### config.mk
export PLATFORM = sky130hd
export DESIGN_NAME = crx_dev_end_flat
export DESIGN_NICKNAME = d
export VERILOG_FILES = /design/src/crx_pkg.sv /design/src/crx_bus_if.sv /design/src/crx_dev_end.sv /design/src/flat_wrapper.sv
export SDC_FILE = /design/constraint.sdc
export NUM_CORES = 1
export LEC_CHECK = 0
export BUFFER_PORTS_ARGS = -buffer_cell sky130_fd_sc_hd__buf_2
export CAP_MARGIN = 10
export CORE_MARGIN = 2
export CORE_UTILIZATION = 40
export CTS_CLUSTER_SIZE = 16
export DETAILED_ROUTE_END_ITERATION = 10
export SETUP_SLACK_MARGIN = 0.1
export SYNTH_ARGS = -nofsm -noshare
export SYNTH_HDL_FRONTEND = slang
export SYNTH_SLANG_ARGS = --single-unit
### constraint.sdc
create_clock -name i_clock -period 3.18 [get_ports i_clock]
set_clock_uncertainty 0.05 [all_clocks]
set_input_delay 0.636 -clock i_clock [delete_from_list [all_inputs] [get_ports i_clock]]
set_output_delay 0.636 -clock i_clock [all_outputs]
set_load 0.02 [all_outputs]
### src/crx_pkg.sv
// shared constants for the can receive fifo release and write guard ends
package crx_pkg;
  // device register port widths
  localparam int ADDR_W = 4;
  localparam int DATA_W = 8;
  // device register offsets
  localparam logic [3:0] ADR_MASTER_CTRL   = 4'h0;
  localparam logic [3:0] ADR_MASTER_STATUS = 4'h1;
  localparam logic [3:0] ADR_RX_FIFO       = 4'h2;
  localparam logic [3:0] ADR_RX_MAILBOX    = 4'h3;
  localparam logic [3:0] ADR_BIT_TIMING_LO = 4'h4;
  localparam logic [3:0] ADR_BIT_TIMING_HI = 4'h5;
  localparam logic [3:0] ADR_FILTER_CFG_A  = 4'h6;
  localparam logic [3:0] ADR_FILTER_CFG_B  = 4'h7;
  localparam logic [3:0] ADR_FILTER_MODE   = 4'h8;
  localparam logic [3:0] ADR_DIAGNOSIS     = 4'h9;
  localparam logic [3:0] ADR_FILTER_ACTIVE = 4'hA;
  localparam logic [3:0] ADR_FILTER_VAL_0  = 4'hB;
  localparam logic [3:0] ADR_FILTER_VAL_1  = 4'hC;
  localparam logic [3:0] ADR_TX_CTRL       = 4'hD;
  localparam logic [3:0] ADR_TX_MAILBOX    = 4'hE;
  // field positions
  localparam int INIT_REQUEST_BIT     = 0;
  localparam int INIT_ACK_BIT         = 0;
  localparam int RECEIVING_BIT        = 5;
  localparam int RELEASE_BIT          = 5;
  localparam int RX_LEVEL_BIT         = 3;
  localparam int TX_REQUEST_BIT       = 0;
  localparam logic [7:0] PENDING_MASK = 8'h03;
  localparam logic [1:0] CRITICAL_PENDING = 2'h2;
  localparam logic [1:0] FIFO_DEPTH   = 2'h3;
  // reset values
  localparam logic [7:0] CFG_RESET    = 8'h00;
  // bus timing in can bit times, one bit time at the top baud rate in cpu cycles
  localparam int BIT_CYCLES      = 8;
  localparam int SAMPLE_CYCLES   = 4;
  localparam int XFER_BITS       = 6;
  localparam int END_BITS        = 8;
  localparam int SYNC_BITS       = 11;
  localparam logic [6:0] XFER_CYC = 7'(XFER_BITS * BIT_CYCLES + SAMPLE_CYCLES);
  localparam logic [6:0] END_CYC  = 7'(END_BITS * BIT_CYCLES);
  localparam logic [6:0] SYNC_CYC = 7'(SYNC_BITS * BIT_CYCLES);
  // host avalon register map, byte addresses
  localparam logic [3:0] AVS_CMD    = 4'h0;
  localparam logic [3:0] AVS_STATUS = 4'h4;
  localparam int CMD_DATA_LSB  = 8;
  localparam int CMD_WRITE_BIT = 16;
  localparam int CMD_READ_BIT  = 17;
  localparam int CMD_SAFE_BIT  = 18;
  localparam int STAT_BUSY_BIT = 8;
endpackage

### src/crx_bus_if.sv
// register port between the cpu side and the can controller
`timescale 1ns/1ns
`default_nettype none
interface crx_bus_if;
  logic                      wr;
  logic                      rd;
  logic [crx_pkg::ADDR_W-1:0] addr;
  logic [crx_pkg::DATA_W-1:0] wdata;
  logic [crx_pkg::DATA_W-1:0] rdata;
  logic                      rvalid;
  modport dev  (input wr, rd, addr, wdata, output rdata, rvalid);
  modport host (output wr, rd, addr, wdata, input rdata, rvalid);
endinterface
`default_nettype wire

### src/crx_dev_end.sv
// can controller end: write guard, receive observer and three level receive fifo
`timescale 1ns/1ns
`default_nettype none
module crx_dev_end (
  // clock, reset, enable
  input  wire logic             i_clock,
  input  wire logic             i_sys_rst,
  input  wire logic             i_clk_en,
  // register port
  crx_bus_if.dev                bus,
  // can receive pin
  input  wire logic             i_can_rx,
  // status
  output logic                  o_init_mode,
  output logic [1:0]            o_pending_count,
  output logic                  o_receiving
);

  // next slot index in a three level ring
  function automatic logic [1:0] slot_next(input logic [1:0] p);
    slot_next = (p == 2'h2) ? 2'h0 : p + 2'h1;
  endfunction

  logic       rx_meta_q;
  logic       rx_sync_q;
  logic [6:0] run_q;
  logic       receiving_q;
  logic       init_req_q;
  logic       init_ack_q;
  logic [7:0] bt_lo_q;
  logic [7:0] bt_hi_q;
  logic [7:0] fcfg_a_q;
  logic [7:0] fcfg_b_q;
  logic [7:0] fmode_q;
  logic [7:0] diag_q;
  logic [1:0] fact_q;
  logic [7:0] fval_q [0:1];
  logic       tx_pend_q;
  logic [7:0] tx_mb_q;
  logic [7:0] fifo_q [0:2];
  logic [1:0] wr_ptr_q;
  logic [1:0] rd_ptr_q;
  logic [1:0] count_q;
  logic [7:0] seq_q;
  logic [7:0] rdata_q;
  logic       rvalid_q;
  logic [7:0] rdata_d;
  logic       xfer;
  logic       frame_end;
  logic       push;
  logic       pop;
  logic       cfg_wr;

  // frame timing seen from the rx pin
  assign xfer      = receiving_q && (run_q == crx_pkg::XFER_CYC);
  assign frame_end = receiving_q && (run_q == crx_pkg::END_CYC);
  assign push      = xfer && (count_q != crx_pkg::FIFO_DEPTH);
  assign pop       = bus.wr && (bus.addr == crx_pkg::ADR_RX_FIFO)
                     && bus.wdata[crx_pkg::RELEASE_BIT] && (count_q != 2'h0);
  assign cfg_wr    = bus.wr && init_ack_q;

  // two stage synchroniser, idle bus is recessive
  always_ff @(posedge i_clock)
  begin
    if (i_sys_rst)
    begin
      rx_meta_q <= 1'b1;
      rx_sync_q <= 1'b1;
    end
    else if (i_clk_en)
    begin
      rx_meta_q <= i_can_rx;
      rx_sync_q <= rx_meta_q;
    end
  end

  // recessive run length in cycles, saturates at the resync length
  always_ff @(posedge i_clock)
  begin
    if (i_sys_rst)
      run_q <= 7'h00;
    else if (i_clk_en)
    begin
      if (!rx_sync_q)
        run_q <= 7'h00;
      else if (run_q != crx_pkg::SYNC_CYC)
        run_q <= run_q + 7'h01;
    end
  end

  // receiving flag: dominant starts a frame, long recessive run ends it
  always_ff @(posedge i_clock)
  begin
    if (i_sys_rst)
      receiving_q <= 1'b0;
    else if (i_clk_en)
    begin
      if (!rx_sync_q)
        receiving_q <= 1'b1;
      else if (frame_end)
        receiving_q <= 1'b0;
    end
  end

  // init request and acknowledge handshake
  always_ff @(posedge i_clock)
  begin
    if (i_sys_rst)
    begin
      init_req_q <= 1'b0;
      init_ack_q <= 1'b0;
    end
    else if (i_clk_en)
    begin
      if (bus.wr && (bus.addr == crx_pkg::ADR_MASTER_CTRL))
        init_req_q <= bus.wdata[crx_pkg::INIT_REQUEST_BIT];
      if (init_req_q && !receiving_q && rx_sync_q)
        init_ack_q <= 1'b1;
      else if (!init_req_q && (run_q == crx_pkg::SYNC_CYC))
        init_ack_q <= 1'b0;
    end
  end

  // guarded configuration registers
  always_ff @(posedge i_clock)
  begin
    if (i_sys_rst)
    begin
      bt_lo_q  <= crx_pkg::CFG_RESET;
      bt_hi_q  <= crx_pkg::CFG_RESET;
      fcfg_a_q <= crx_pkg::CFG_RESET;
      fcfg_b_q <= crx_pkg::CFG_RESET;
      fmode_q  <= crx_pkg::CFG_RESET;
      diag_q   <= crx_pkg::CFG_RESET;
    end
    else if (i_clk_en && cfg_wr)
    begin
      unique case (bus.addr)
        crx_pkg::ADR_BIT_TIMING_LO: bt_lo_q  <= bus.wdata;
        crx_pkg::ADR_BIT_TIMING_HI: bt_hi_q  <= bus.wdata;
        crx_pkg::ADR_FILTER_CFG_A:  fcfg_a_q <= bus.wdata;
        crx_pkg::ADR_FILTER_CFG_B:  fcfg_b_q <= bus.wdata;
        crx_pkg::ADR_FILTER_MODE:   fmode_q  <= bus.wdata;
        crx_pkg::ADR_DIAGNOSIS:     diag_q   <= bus.wdata;
        default: ;
      endcase
    end
  end

  // filter activation and filter values, value locked while active
  always_ff @(posedge i_clock)
  begin
    if (i_sys_rst)
    begin
      fact_q    <= 2'h0;
      fval_q[0] <= crx_pkg::CFG_RESET;
      fval_q[1] <= crx_pkg::CFG_RESET;
    end
    else if (i_clk_en && bus.wr)
    begin
      if (bus.addr == crx_pkg::ADR_FILTER_ACTIVE)
        fact_q <= bus.wdata[1:0];
      if ((bus.addr == crx_pkg::ADR_FILTER_VAL_0) && !fact_q[0])
        fval_q[0] <= bus.wdata;
      if ((bus.addr == crx_pkg::ADR_FILTER_VAL_1) && !fact_q[1])
        fval_q[1] <= bus.wdata;
    end
  end

  // transmit mailbox, pending until the next frame on the bus ends
  always_ff @(posedge i_clock)
  begin
    if (i_sys_rst)
    begin
      tx_pend_q <= 1'b0;
      tx_mb_q   <= crx_pkg::CFG_RESET;
    end
    else if (i_clk_en)
    begin
      if (bus.wr && (bus.addr == crx_pkg::ADR_TX_MAILBOX) && !tx_pend_q)
        tx_mb_q <= bus.wdata;
      if (bus.wr && (bus.addr == crx_pkg::ADR_TX_CTRL)
          && bus.wdata[crx_pkg::TX_REQUEST_BIT])
        tx_pend_q <= 1'b1;
      else if (frame_end)
        tx_pend_q <= 1'b0;
    end
  end

  // fifo storage, message content is a frame sequence number
  always_ff @(posedge i_clock)
  begin
    if (i_sys_rst)
    begin
      seq_q     <= 8'h00;
      fifo_q[0] <= 8'h00;
      fifo_q[1] <= 8'h00;
      fifo_q[2] <= 8'h00;
    end
    else if (i_clk_en && xfer)
    begin
      seq_q <= seq_q + 8'h01;
      if (push)
        fifo_q[wr_ptr_q] <= seq_q;
    end
  end

  // fifo pointers and count move independently, so release and fill may coincide
  always_ff @(posedge i_clock)
  begin
    if (i_sys_rst)
    begin
      wr_ptr_q <= 2'h0;
      rd_ptr_q <= 2'h0;
      count_q  <= 2'h0;
    end
    else if (i_clk_en)
    begin
      if (push)
        wr_ptr_q <= slot_next(wr_ptr_q);
      if (pop)
        rd_ptr_q <= slot_next(rd_ptr_q);
      unique case ({push, pop})
        2'b10:   count_q <= count_q + 2'h1;
        2'b01:   count_q <= count_q - 2'h1;
        default: count_q <= count_q;
      endcase
    end
  end

  // read multiplexer
  always_comb
  begin
    rdata_d = 8'h00;
    unique case (bus.addr)
      crx_pkg::ADR_MASTER_CTRL:   rdata_d[crx_pkg::INIT_REQUEST_BIT] = init_req_q;
      crx_pkg::ADR_MASTER_STATUS:
      begin
        rdata_d[crx_pkg::INIT_ACK_BIT]  = init_ack_q;
        rdata_d[crx_pkg::RECEIVING_BIT] = receiving_q;
      end
      crx_pkg::ADR_RX_FIFO:       rdata_d[1:0] = count_q;
      crx_pkg::ADR_RX_MAILBOX:    rdata_d = fifo_q[rd_ptr_q];
      crx_pkg::ADR_BIT_TIMING_LO: rdata_d = bt_lo_q;
      crx_pkg::ADR_BIT_TIMING_HI: rdata_d = bt_hi_q;
      crx_pkg::ADR_FILTER_CFG_A:  rdata_d = fcfg_a_q;
      crx_pkg::ADR_FILTER_CFG_B:  rdata_d = fcfg_b_q;
      crx_pkg::ADR_FILTER_MODE:   rdata_d = fmode_q;
      crx_pkg::ADR_DIAGNOSIS:
      begin
        rdata_d = diag_q;
        rdata_d[crx_pkg::RX_LEVEL_BIT] = rx_sync_q;
      end
      crx_pkg::ADR_FILTER_ACTIVE: rdata_d[1:0] = fact_q;
      crx_pkg::ADR_FILTER_VAL_0:  rdata_d = fval_q[0];
      crx_pkg::ADR_FILTER_VAL_1:  rdata_d = fval_q[1];
      crx_pkg::ADR_TX_CTRL:       rdata_d[crx_pkg::TX_REQUEST_BIT] = tx_pend_q;
      crx_pkg::ADR_TX_MAILBOX:    rdata_d = tx_mb_q;
      default:                    rdata_d = 8'h00;
    endcase
  end

  // registered read answer one cycle after the strobe, plus status outputs
  always_ff @(posedge i_clock)
  begin
    if (i_sys_rst)
    begin
      rdata_q         <= 8'h00;
      rvalid_q        <= 1'b0;
      o_init_mode     <= 1'b0;
      o_pending_count <= 2'h0;
      o_receiving     <= 1'b0;
    end
    else if (i_clk_en)
    begin
      rvalid_q        <= bus.rd;
      if (bus.rd)
        rdata_q <= rdata_d;
      o_init_mode     <= init_ack_q;
      o_pending_count <= count_q;
      o_receiving     <= receiving_q;
    end
  end

  assign bus.rdata  = rdata_q;
  assign bus.rvalid = rvalid_q;

endmodule // crx_dev_end
`default_nettype wire

### src/flat_wrapper.sv
// flat-port wrapper written by rule: the top's interface ports become plain ports
module crx_dev_end_flat 
  (i_clock, i_sys_rst, i_clk_en, i_can_rx, o_init_mode, o_pending_count, o_receiving, bus_wr, bus_rd, bus_addr, bus_wdata, bus_rdata, bus_rvalid);
  crx_bus_if bus_i ();
  input  wire logic i_clock;
  input  wire logic i_sys_rst;
  input  wire logic i_clk_en;
  input  wire logic i_can_rx;
  output logic o_init_mode;
  output logic [1:0] o_pending_count;
  output logic o_receiving;
  input wire logic [$bits(bus_i.wr)-1:0] bus_wr;
  input wire logic [$bits(bus_i.rd)-1:0] bus_rd;
  input wire logic [$bits(bus_i.addr)-1:0] bus_addr;
  input wire logic [$bits(bus_i.wdata)-1:0] bus_wdata;
  output wire logic [$bits(bus_i.rdata)-1:0] bus_rdata;
  output wire logic [$bits(bus_i.rvalid)-1:0] bus_rvalid;
  assign bus_i.wr = bus_wr;
  assign bus_i.rd = bus_rd;
  assign bus_i.addr = bus_addr;
  assign bus_i.wdata = bus_wdata;
  assign bus_rdata = bus_i.rdata;
  assign bus_rvalid = bus_i.rvalid;
  crx_dev_end u_core (.i_clock(i_clock), .i_sys_rst(i_sys_rst), .i_clk_en(i_clk_en), .bus(bus_i), .i_can_rx(i_can_rx), .o_init_mode(o_init_mode), .o_pending_count(o_pending_count), .o_receiving(o_receiving));
endmodule
==> results of run 1 <==
state kept, by name (all words and copies together) (netlist names), 7 cells and up, named ones only:
name / count
u_core.tx_mb_q: 8
u_core.run_q: 7
u_core.fcfg_a_q: 8
u_core.seq_q: 8
u_core.diag_q: 7
u_core.fval_q: 16
u_core.bt_hi_q: 8
u_core.fmode_q: 8
u_core.fcfg_b_q: 8
u_core.bt_lo_q: 8
u_core.fifo_q: 32
u_core.bus.rdata: 8
synth_stat cells (all sizes together) (5+ instances only):
master and number:
o21ai 9, a2111oi 6, nand2 27, nor2b 11, a211oi 5, or3b 5
inv 12, a21oi 22, xnor2 7, nand4b 9, nand2b 5, edfxtp 48
clkbuf 20, nand3b 11, and2 38, dfxtp 99, nor2 94, xor2 7
buf 26, nor3 11, mux2i 89, mux4 7, nand4 15, nand3 12
cell usage in the layout, fill, tap and decap left out, drive strengths merged, types with 15 or more instances in the layout:
cell type,n
dfxtp,99
nor2,94
mux2i,89
edfxtp,48
buf,42
and2,38
nand2,27
clkbuf,27
a21oi,22
nand4,15
power breakdown:
part	total, mW	internal (mW)	switching (mW)	leakage [nW]
logic	0.228	0.0728	0.155	1.65
clock network	2.17	1.41	0.761	0.324
registers	1.99	1.97	0.0161	1.27
cell type report:
cell class                      count  area [um^2]  share of cell area [%]
Timing Repair Buffer               42        252.7                   3.157
Clock inverter                      5        78.83                  0.9847
Multi-Input combinational cell    461         3346                   41.79
Clock buffer                       27        578.1                   7.221
Tap cell                          225        281.5                   3.517
Sequential cell                   147         3423                   42.76
Inverter                           12        45.04                  0.5627
tightest hold or removal path: stages:
cell and delay, ps:
buf_2 70, mux2i_1 60, nand2_1 60
worst paths after layout:
| path | slack [ps] | startpoint | end | cells past startpoint |
|---|---|---|---|---|
| worst min register to register | 420 | u_core.bus.rvalid | u_core.bus.rvalid | 2 |
| worst max register to register | 710 | u_core.receiving_q | u_core.fifo_q[2][3] | 4 |
| worst min-delay path | 390 | i_can_rx | u_core.rx_meta_q | 3 |
| worst max-delay path | 330 | bus_addr[3] | u_core.bus.rdata[5] | 5 |
routing by layer:
layer  part of all wire (%)  up-vias
met5                      0        -
met4                    1.8        0
met3                    4.9       22
met2                     47      136
met1                     46     2522
li1                       -     2461
logic make-up after synthesis:
group           after synthesis  synth area share, %
compound gates               78                8.301
xor+xnor                     14                1.746
flops                       147                48.74
simple gates                269                21.57
mux                          96                15.19
fa+ha+maj                     4               0.7125
buf+inv                      58                3.741
==> reports/results.ini, run 1 <==
[outcome]
outcome=complete, no violations

[worst_setup_path]
crit_arrival_ps=3050
crit_type=input pin to flop
cp-start-kind=input pin
crit_path_top_delay_cell=a2111oi_0
cp_max_fo=33
path_delay_family=compound AO/OA/AOI/OAI gates
crit_chain=buf_2, nand2b_1, o22ai_1, a2111oi_0, o211ai_1
required_ps=3380
critPathBufInv=1
max_stage_delay_ps=1160
cp-end-kind=flop

[synthesis]
ys.flop_type=dfxtp_1
syn_inst=666
yosysTopAreaCellShare_pct=28.22
synthArstFlopShare_pct=0
ys_ff_latch=147
yosysSeqAreaShare_pct=48.74
ys_types=71
synth_area_um2=7024
synth.yosys.warnings=0
synth_edf_count=48
synth_largest_area_cell=dfxtp_1
synth_nets=688
synthTopCellsByArea=dfxtp_1, edfxtp_1, mux2i_1
syn-mean-instance-area_um2=10.55

[clock_tree]
cts_max_level=4
ctsHoldBuffers=0
cts_buffers=17
path_clk_slew_ps=60
cts_tree=built
cts_resized=0
clk_latency_ps=420
cts_root_buffer=clkbuf_16
cts_sinks=147
post-cts-setup-buffer-count=0
cts_buffer_depth=2

[timing]
finalCritPeriodShare_pct=89.69
fmax_mhz=350.6
worst_pin_slew_ps=1325
setup_viol=0
drv_slew=0
slew-limit-headroom_pct=9.358
finalSetupTns_ps=0
hold_slack_ps=387.1
fin_ws_ps=327.8
finalCriticalPeriod_ps=2852
rsz0062_at_grt=no
final_hold_viol_count=0

[layout]
final_area_um2=8005
stdcell_count=919
final_util_pct=46.44
drive_gt1_share_pct=13.26
nNetsFinal=703
diodes=0
syn_to_final_growth_pct=13.97
nFillCells=1583

[placed_design]
portBuffers=30
dp_slack_ps=137.0
hpwl_mm=12.23
place_inst=887
place_area_um2=7348
routabilityCongestion=0.8605

[drt]
drt_iter0_markers=418
dr.pass1.iters=5
drcViolationCount=0
num_vias=5141
wl_per_cell_um=19.43
routed_wl_mm=17.86
drtAntennaViolNets=0
via_per_inst=5.594

[floorplanning]
die_w_um=136.5
rows=48
die_area_um2=18640
initial_utilization_pct=40.75
core_area_um2=17240
pin_count=31
fp.dieH_um=136.5

[power]
peakVddDrop_mv=0.3848
p_per_area_nw_per_um2=547.3
p_total_mw=4.381
cellLeakagePower_nw=3.241

[global_route]
grt_use_total_pct=20.06
busiest_layer=met2
grt_pass1_wl_mm=28.46
use_met2_pct=32.17
grt_overflow=0
antenna_found_initial=0
grt_max_degree=92
grt_pass1_vias=4999
met3_usage_pct=4.481
use_met1_pct=27.36

[hold_path]
hold_path.class=input pin to flop

[job]
cap_violations=0

(Power assumes the default switching activity.)
==> run 2, diff against run 1 <==
--- a/config.mk
+++ b/config.mk
@@ -5,12 +5,13 @@
 export SDC_FILE = /design/constraint.sdc
 export NUM_CORES = 1
 export LEC_CHECK = 0
-export BUFFER_PORTS_ARGS = -buffer_cell sky130_fd_sc_hd__buf_2
 export CAP_MARGIN = 10
 export CORE_MARGIN = 2
-export CORE_UTILIZATION = 40
+export CORE_UTILIZATION = 50
 export CTS_CLUSTER_SIZE = 16
 export DETAILED_ROUTE_END_ITERATION = 10
+export DONT_BUFFER_PORTS = 1
+export GPL_TIMING_DRIVEN = 1
 export SETUP_SLACK_MARGIN = 0.1
 export SYNTH_ARGS = -nofsm -noshare
 export SYNTH_HDL_FRONTEND = slang
==> run 2 against run 1 <==
  * Combinational power down 43%
  * Die area is 19% lower
  * Sequential cell count unchanged
  * Register-to-register slack better by 190 ps
  * Fmax increased by 25%
  * First-iteration DRC count increased by 22%
  * Critical path depth is 1 lower
  * Wire length is 0.68% lower
  * Setup slack gained 570 ps
  * Via count down 2.3%
==> reports/results.ini, run 2 (synthesized netlist as in run 1, its figures left out) <==
[outcome]
outcome=complete, no violations

[power]
power_frac_comb_pct=3.2
p_seq_share_pct=48.7
cellLeakagePower_nw=3.015
peakVddDrop_mv=0.4588
p_int_mw=3.239
swShare_pct=20.79
pwr-share-clk_pct=48.1
switching_power_uw=850.3
p_total_mw=4.089
p_per_area_nw_per_um2=535.0

[floorplanning]
initial_utilization_pct=50.80
fp.dieH_um=122.5
die_area_um2=15010
core_area_um2=13830
rows=43
die_w_um=122.5
pin_count=31

[global_route]
antenna_found_initial=0
grt_pass1_vias=4889
grt_use_total_pct=24.88
grt_max_degree=93
grt_pass1_wl_mm=27.65
grt_overflow=0

[job]
cap_violations=0

[hold_path]
holdPathEnd=u_core.run_q[1]
hp-start=i_sys_rst
hold_depth=1
hold_path.class=input pin to flop

[drt]
drcViolationCount=0
dr.pass1.iters=5
drtAntennaViolNets=0
wl_per_cell_um=21.24
routed_wl_mm=17.74
drt_iter0_markers=510
via_per_inst=6.018
num_vias=5025

[clock_tree]
cts_tree=built
cts_buffer_depth=2
cts_resized=0
clk_latency_ps=420
path_clk_slew_ps=60
cts_buffers=17
ctsHoldBuffers=0
cts_sinks=147
cts_root_buffer=clkbuf_16
post-cts-setup-buffer-count=0
cts_max_level=4

[worst_setup_path]
reg2reg_slack_ps=900
r2r_cells=4
crit_start=u_core.run_q[4]
crit_chain=and4b_1, nand3_1, nor3b_2, or2_1
cp_max_fo=10
regToRegStartpoint=u_core.run_q[4]
cp-start-kind=flop
crit-reg2reg-capture=u_core.fifo_q[2][1]
required_ps=3220
crit_type=flop to flop
cp-end-kind=flop
crit_arrival_ps=2320
crit_path_top_delay_cell=dfxtp_1
max_stage_delay_ps=540

[timing]
rsz0062_at_grt=no
fmax_mhz=437.8
setup_viol=0
finalCriticalPeriod_ps=2284
slew-limit-headroom_pct=54.24
final_hold_viol_count=0
drv_slew=0
finalCritPeriodShare_pct=71.82
finalSetupTns_ps=0
worst_pin_slew_ps=682.8

[layout]
syn_to_final_growth_pct=8.817
final_cell_mix=dfxtp_1, nor2_1, mux2i_1
final_common_cell=dfxtp_1
top_register=u_core.fifo_q
largest_reg_flops=32
diodes=0
nNetsFinal=664
drive_gt1_share_pct=7.939
reg_top3=u_core.fifo_q x32, u_core.fval_q x16
nFillCells=1178

[placed_design]
routabilityCongestion=0.8723
hpwl_mm=12.00
portBuffers=0

[run 2: worst max-delay path by stage]
stage	slack [ps]	endpoint
after floorplan	590	u_core.fval_q[0][0]
after global placement	970	u_core.fifo_q[2][3]
after detailed placement	860	u_core.fifo_q[2][4]
after CTS	910	u_core.fifo_q[2][4]
after global routing	740	u_core.fifo_q[2][3]
final	900	u_core.fifo_q[2][1]
[run 2: critical path: cells and delay by family, from the launching register on]
| kind | cells | cell delay [ps] |
|---|---|---|
| flops | 1 | 540 |
| simple gates | 4 | 1360 |
[run 2: area by class of cell]
type	instances	area, um^2	share of cell area (%)
clock buffers	23	478.0	6.253
clock inverters	9	103.9	1.359
inverters	12	45.04	0.5893
multi-input cells	461	3346	43.77
flip-flops and latches	147	3423	44.79
well taps	180	225.2	2.946
repair buffers	3	22.52	0.2946
[run 2: through the flow]
step / area (um^2) / setup WS (ps) / hold WS, ps / cells / util, %
floorplan: 7024 / 593.2 / 357.4 / 666 / -
global placement: 7062 / 970.6 / 405.3 / 803 / 51.07
detailed placement: 7062 / 863.1 / 412.7 / 803 / 51.07
CTS: 7644 / 907.8 / 216.2 / 835 / 55.28
global route: 7644 / 738.0 / 219.9 / 835 / 55.28
finish: 7644 / 896.1 / 233.5 / 835 / 55.28
[run 2: metal layers]
metal | wire length (um) | part of all wire (%) | global-route usage [%] | vias to the layer above
met5 | 0 | 0 | 0 | -
met4 | 235 | 1.3 | 7.471 | 0
met3 | 983 | 5.5 | 6.180 | 19
met2 | 8715 | 49 | 40.73 | 144
met1 | 7803 | 44 | 32.64 | 2476
li1 | - | - | - | 2386
[run 2: power by group through the flow]
stage / clock network, mW / logic [mW] / registers [mW]
global placement: 0 / 0.127 / 2.03
detailed placement: 0 / 0.128 / 2.03
global route: 2.06 / 0.140 / 1.99
CTS: 1.99 / 0.129 / 1.99
finish: 1.97 / 0.129 / 1.99
floorplan: 0 / 0.151 / 2.02
==> run 3, diff against run 2 <==
--- a/config.mk
+++ b/config.mk
@@ -12,6 +12,7 @@
 export DETAILED_ROUTE_END_ITERATION = 10
 export DONT_BUFFER_PORTS = 1
 export GPL_TIMING_DRIVEN = 1
+export PLACE_DENSITY = 0.68
 export SETUP_SLACK_MARGIN = 0.1
 export SYNTH_ARGS = -nofsm -noshare
 export SYNTH_HDL_FRONTEND = slang
==> constraint.sdc (replaced) <==
create_clock -name i_clock -period 2.1 [get_ports i_clock]
set_clock_uncertainty 0.05 [all_clocks]
set_input_delay 0.42 -clock i_clock [delete_from_list [all_inputs] [get_ports i_clock]]
set_output_delay 0.42 -clock i_clock [all_outputs]
set_load 0.02 [all_outputs]
==> run 3 against run 2 <==
  * First-iteration DRC count shrank 0.78%
  * Register-to-register slack lost 670 ps
  * Count of clock-buffer cells in the layout shrank 1
  * Critical path depth grew 2
  * Sequential share of layout area shrank 0.68 points
==> reports/results.ini, run 3 (synthesized netlist as in run 1, its figures left out) <==
[outcome]
outcome=complete, no violations

[layout]
diodes=0
stdcell_count=853
nNetsFinal=682
final_common_cell=dfxtp_1
top_register=u_core.fifo_q
largest_reg_flops=32
syn_to_final_growth_pct=10.55
reg_top3=u_core.fifo_q x32, u_core.fval_q x16
drive_gt1_share_pct=11.44
final_cell_mix=dfxtp_1, nor2_1, mux2i_1

[drt]
num_vias=5117
routed_wl_mm=17.30
wl_per_cell_um=20.28
drtAntennaViolNets=0
dr.pass1.iters=6
drt_iter0_markers=506
via_per_inst=5.999
drcViolationCount=0

[clock_tree]
clk_latency_ps=420
cts_root_buffer=clkbuf_16
cts_sinks=147
cts_buffers=17
cts_tree=built
cts_max_level=4
cts_buffer_depth=2
post-cts-setup-buffer-count=0
path_clk_slew_ps=60

[placed_design]
hpwl_mm=11.56
portBuffers=0
routabilityCongestion=0.8433
place_inst=820
dp_slack_ps=81.39

[timing]
slew-limit-headroom_pct=44.19
finalCritPeriodShare_pct=89.02
worst_pin_slew_ps=816.1
finalSetupTns_ps=0
final_hold_viol_count=0
setup_viol=0
fin_ws_ps=230.6
rsz0062_at_grt=no
fmax_mhz=534.9
drv_slew=0
finalCriticalPeriod_ps=1869

[hold_path]
hold_depth=1
hp-start=i_sys_rst
holdPathEnd=u_core.o_pending_count[0]
hold_path.class=input pin to flop

[power]
peakVddDrop_mv=0.5951
cellLeakagePower_nw=3.098
p_per_area_nw_per_um2=779.4

[floorplanning]
pin_count=31
die_area_um2=15010
core_area_um2=13830
initial_utilization_pct=50.80
die_w_um=122.5
rows=43
fp.dieH_um=122.5

[worst_setup_path]
crit_type=flop to flop
crit_arrival_ps=1950
cp-start-kind=flop
regToRegStartpoint=u_core.run_q[1]
r2r_cells=6
crit-reg2reg-capture=u_core.fifo_q[2][3]
reg2reg_slack_ps=230
cp-end-kind=flop
required_ps=2180
cp_max_fo=8

[global_route]
grt_max_degree=93
grt_pass1_wl_mm=27.30
antenna_found_initial=0
grt_use_total_pct=24.25
grt_overflow=0
grt_pass1_vias=5003

[job]
cap_violations=0

[run 3: cell count changes in the layout (fill, tap and decap cells not counted), sizes merged]
cell,change
inv,+1
buf,+17
clkbuf,-1
dlygate4sd3,+1
bufinv,-1
clkinv,+1
[run 3: what timing repair did]
| item | CTS | global route |
|---|---|---|
| endpoints found under the hold margin | 0 | 2 |
| gates resized for setup | 1 | 6 |
| hold buffers | 0 | 1 |
| endpoints found under the setup margin | 8 | 33 |
[run 3: critical path, stage by stage, from the launching register on]
cell	delay (ps)
dfxtp_1	330
inv_1	90
ha_2	190
and4b_1	270
nand3_1	170
nor3b_2	250
or2_4	220
[run 3: final cells by class]
class	count	area (um^2)
sequential	147	3425
tap	180	225.2
clock buffer	22	464.2
clock inverter	10	86.33
multi-input combinational	461	3359
inverter	12	45.04
timing repair buffer	21	160.2
fill	1154	6062
[run 3: worst max-delay path by stage]
| stage | startpoint | endpoint |
|---|---|---|
| 5_1_grt | u_core.run_q[1] | u_core.count_q[1] |
| 3_3_place_gp | u_core.run_q[0] | u_core.fifo_q[2][4] |
| 2_1_floorplan | bus_addr[1] | u_core.fval_q[0][0] |
| 3_5_place_dp | u_core.run_q[1] | u_core.fifo_q[2][6] |
| 6_report | u_core.run_q[1] | u_core.fifo_q[2][3] |
| 4_1_cts | u_core.run_q[1] | u_core.fifo_q[1][6] |
[run 3: metal layers]
| layer | track usage (%) | vias up | wire length (um) |
|---|---|---|---|
| li1 | - | 2414 | - |
| met1 | 31.40 | 2483 | 7462 |
| met2 | 39.06 | 189 | 8147 |
| met3 | 6.599 | 31 | 1295 |
| met4 | 8.621 | 0 | 393 |
| met5 | 0 | - | 0 |
[run 3: stage by stage]
stage	cell area, um^2	utilization [%]	power, mW	hold slack [ps]
finish	7765	56.16	6.052	17.50
global route	7765	56.16	6.240	5.323
CTS	7742	55.99	6.088	6.188
detailed placement	7189	52.00	3.273	409.3
global placement	7189	52.00	3.264	413.7
floorplan	7032	-	3.289	357.4
[run 3: where the power goes]
part           internal (mW)  switching (mW)
registers               2.98          0.0297
clock network           1.68            1.15
logic                 0.0939           0.112
total                   4.76            1.29
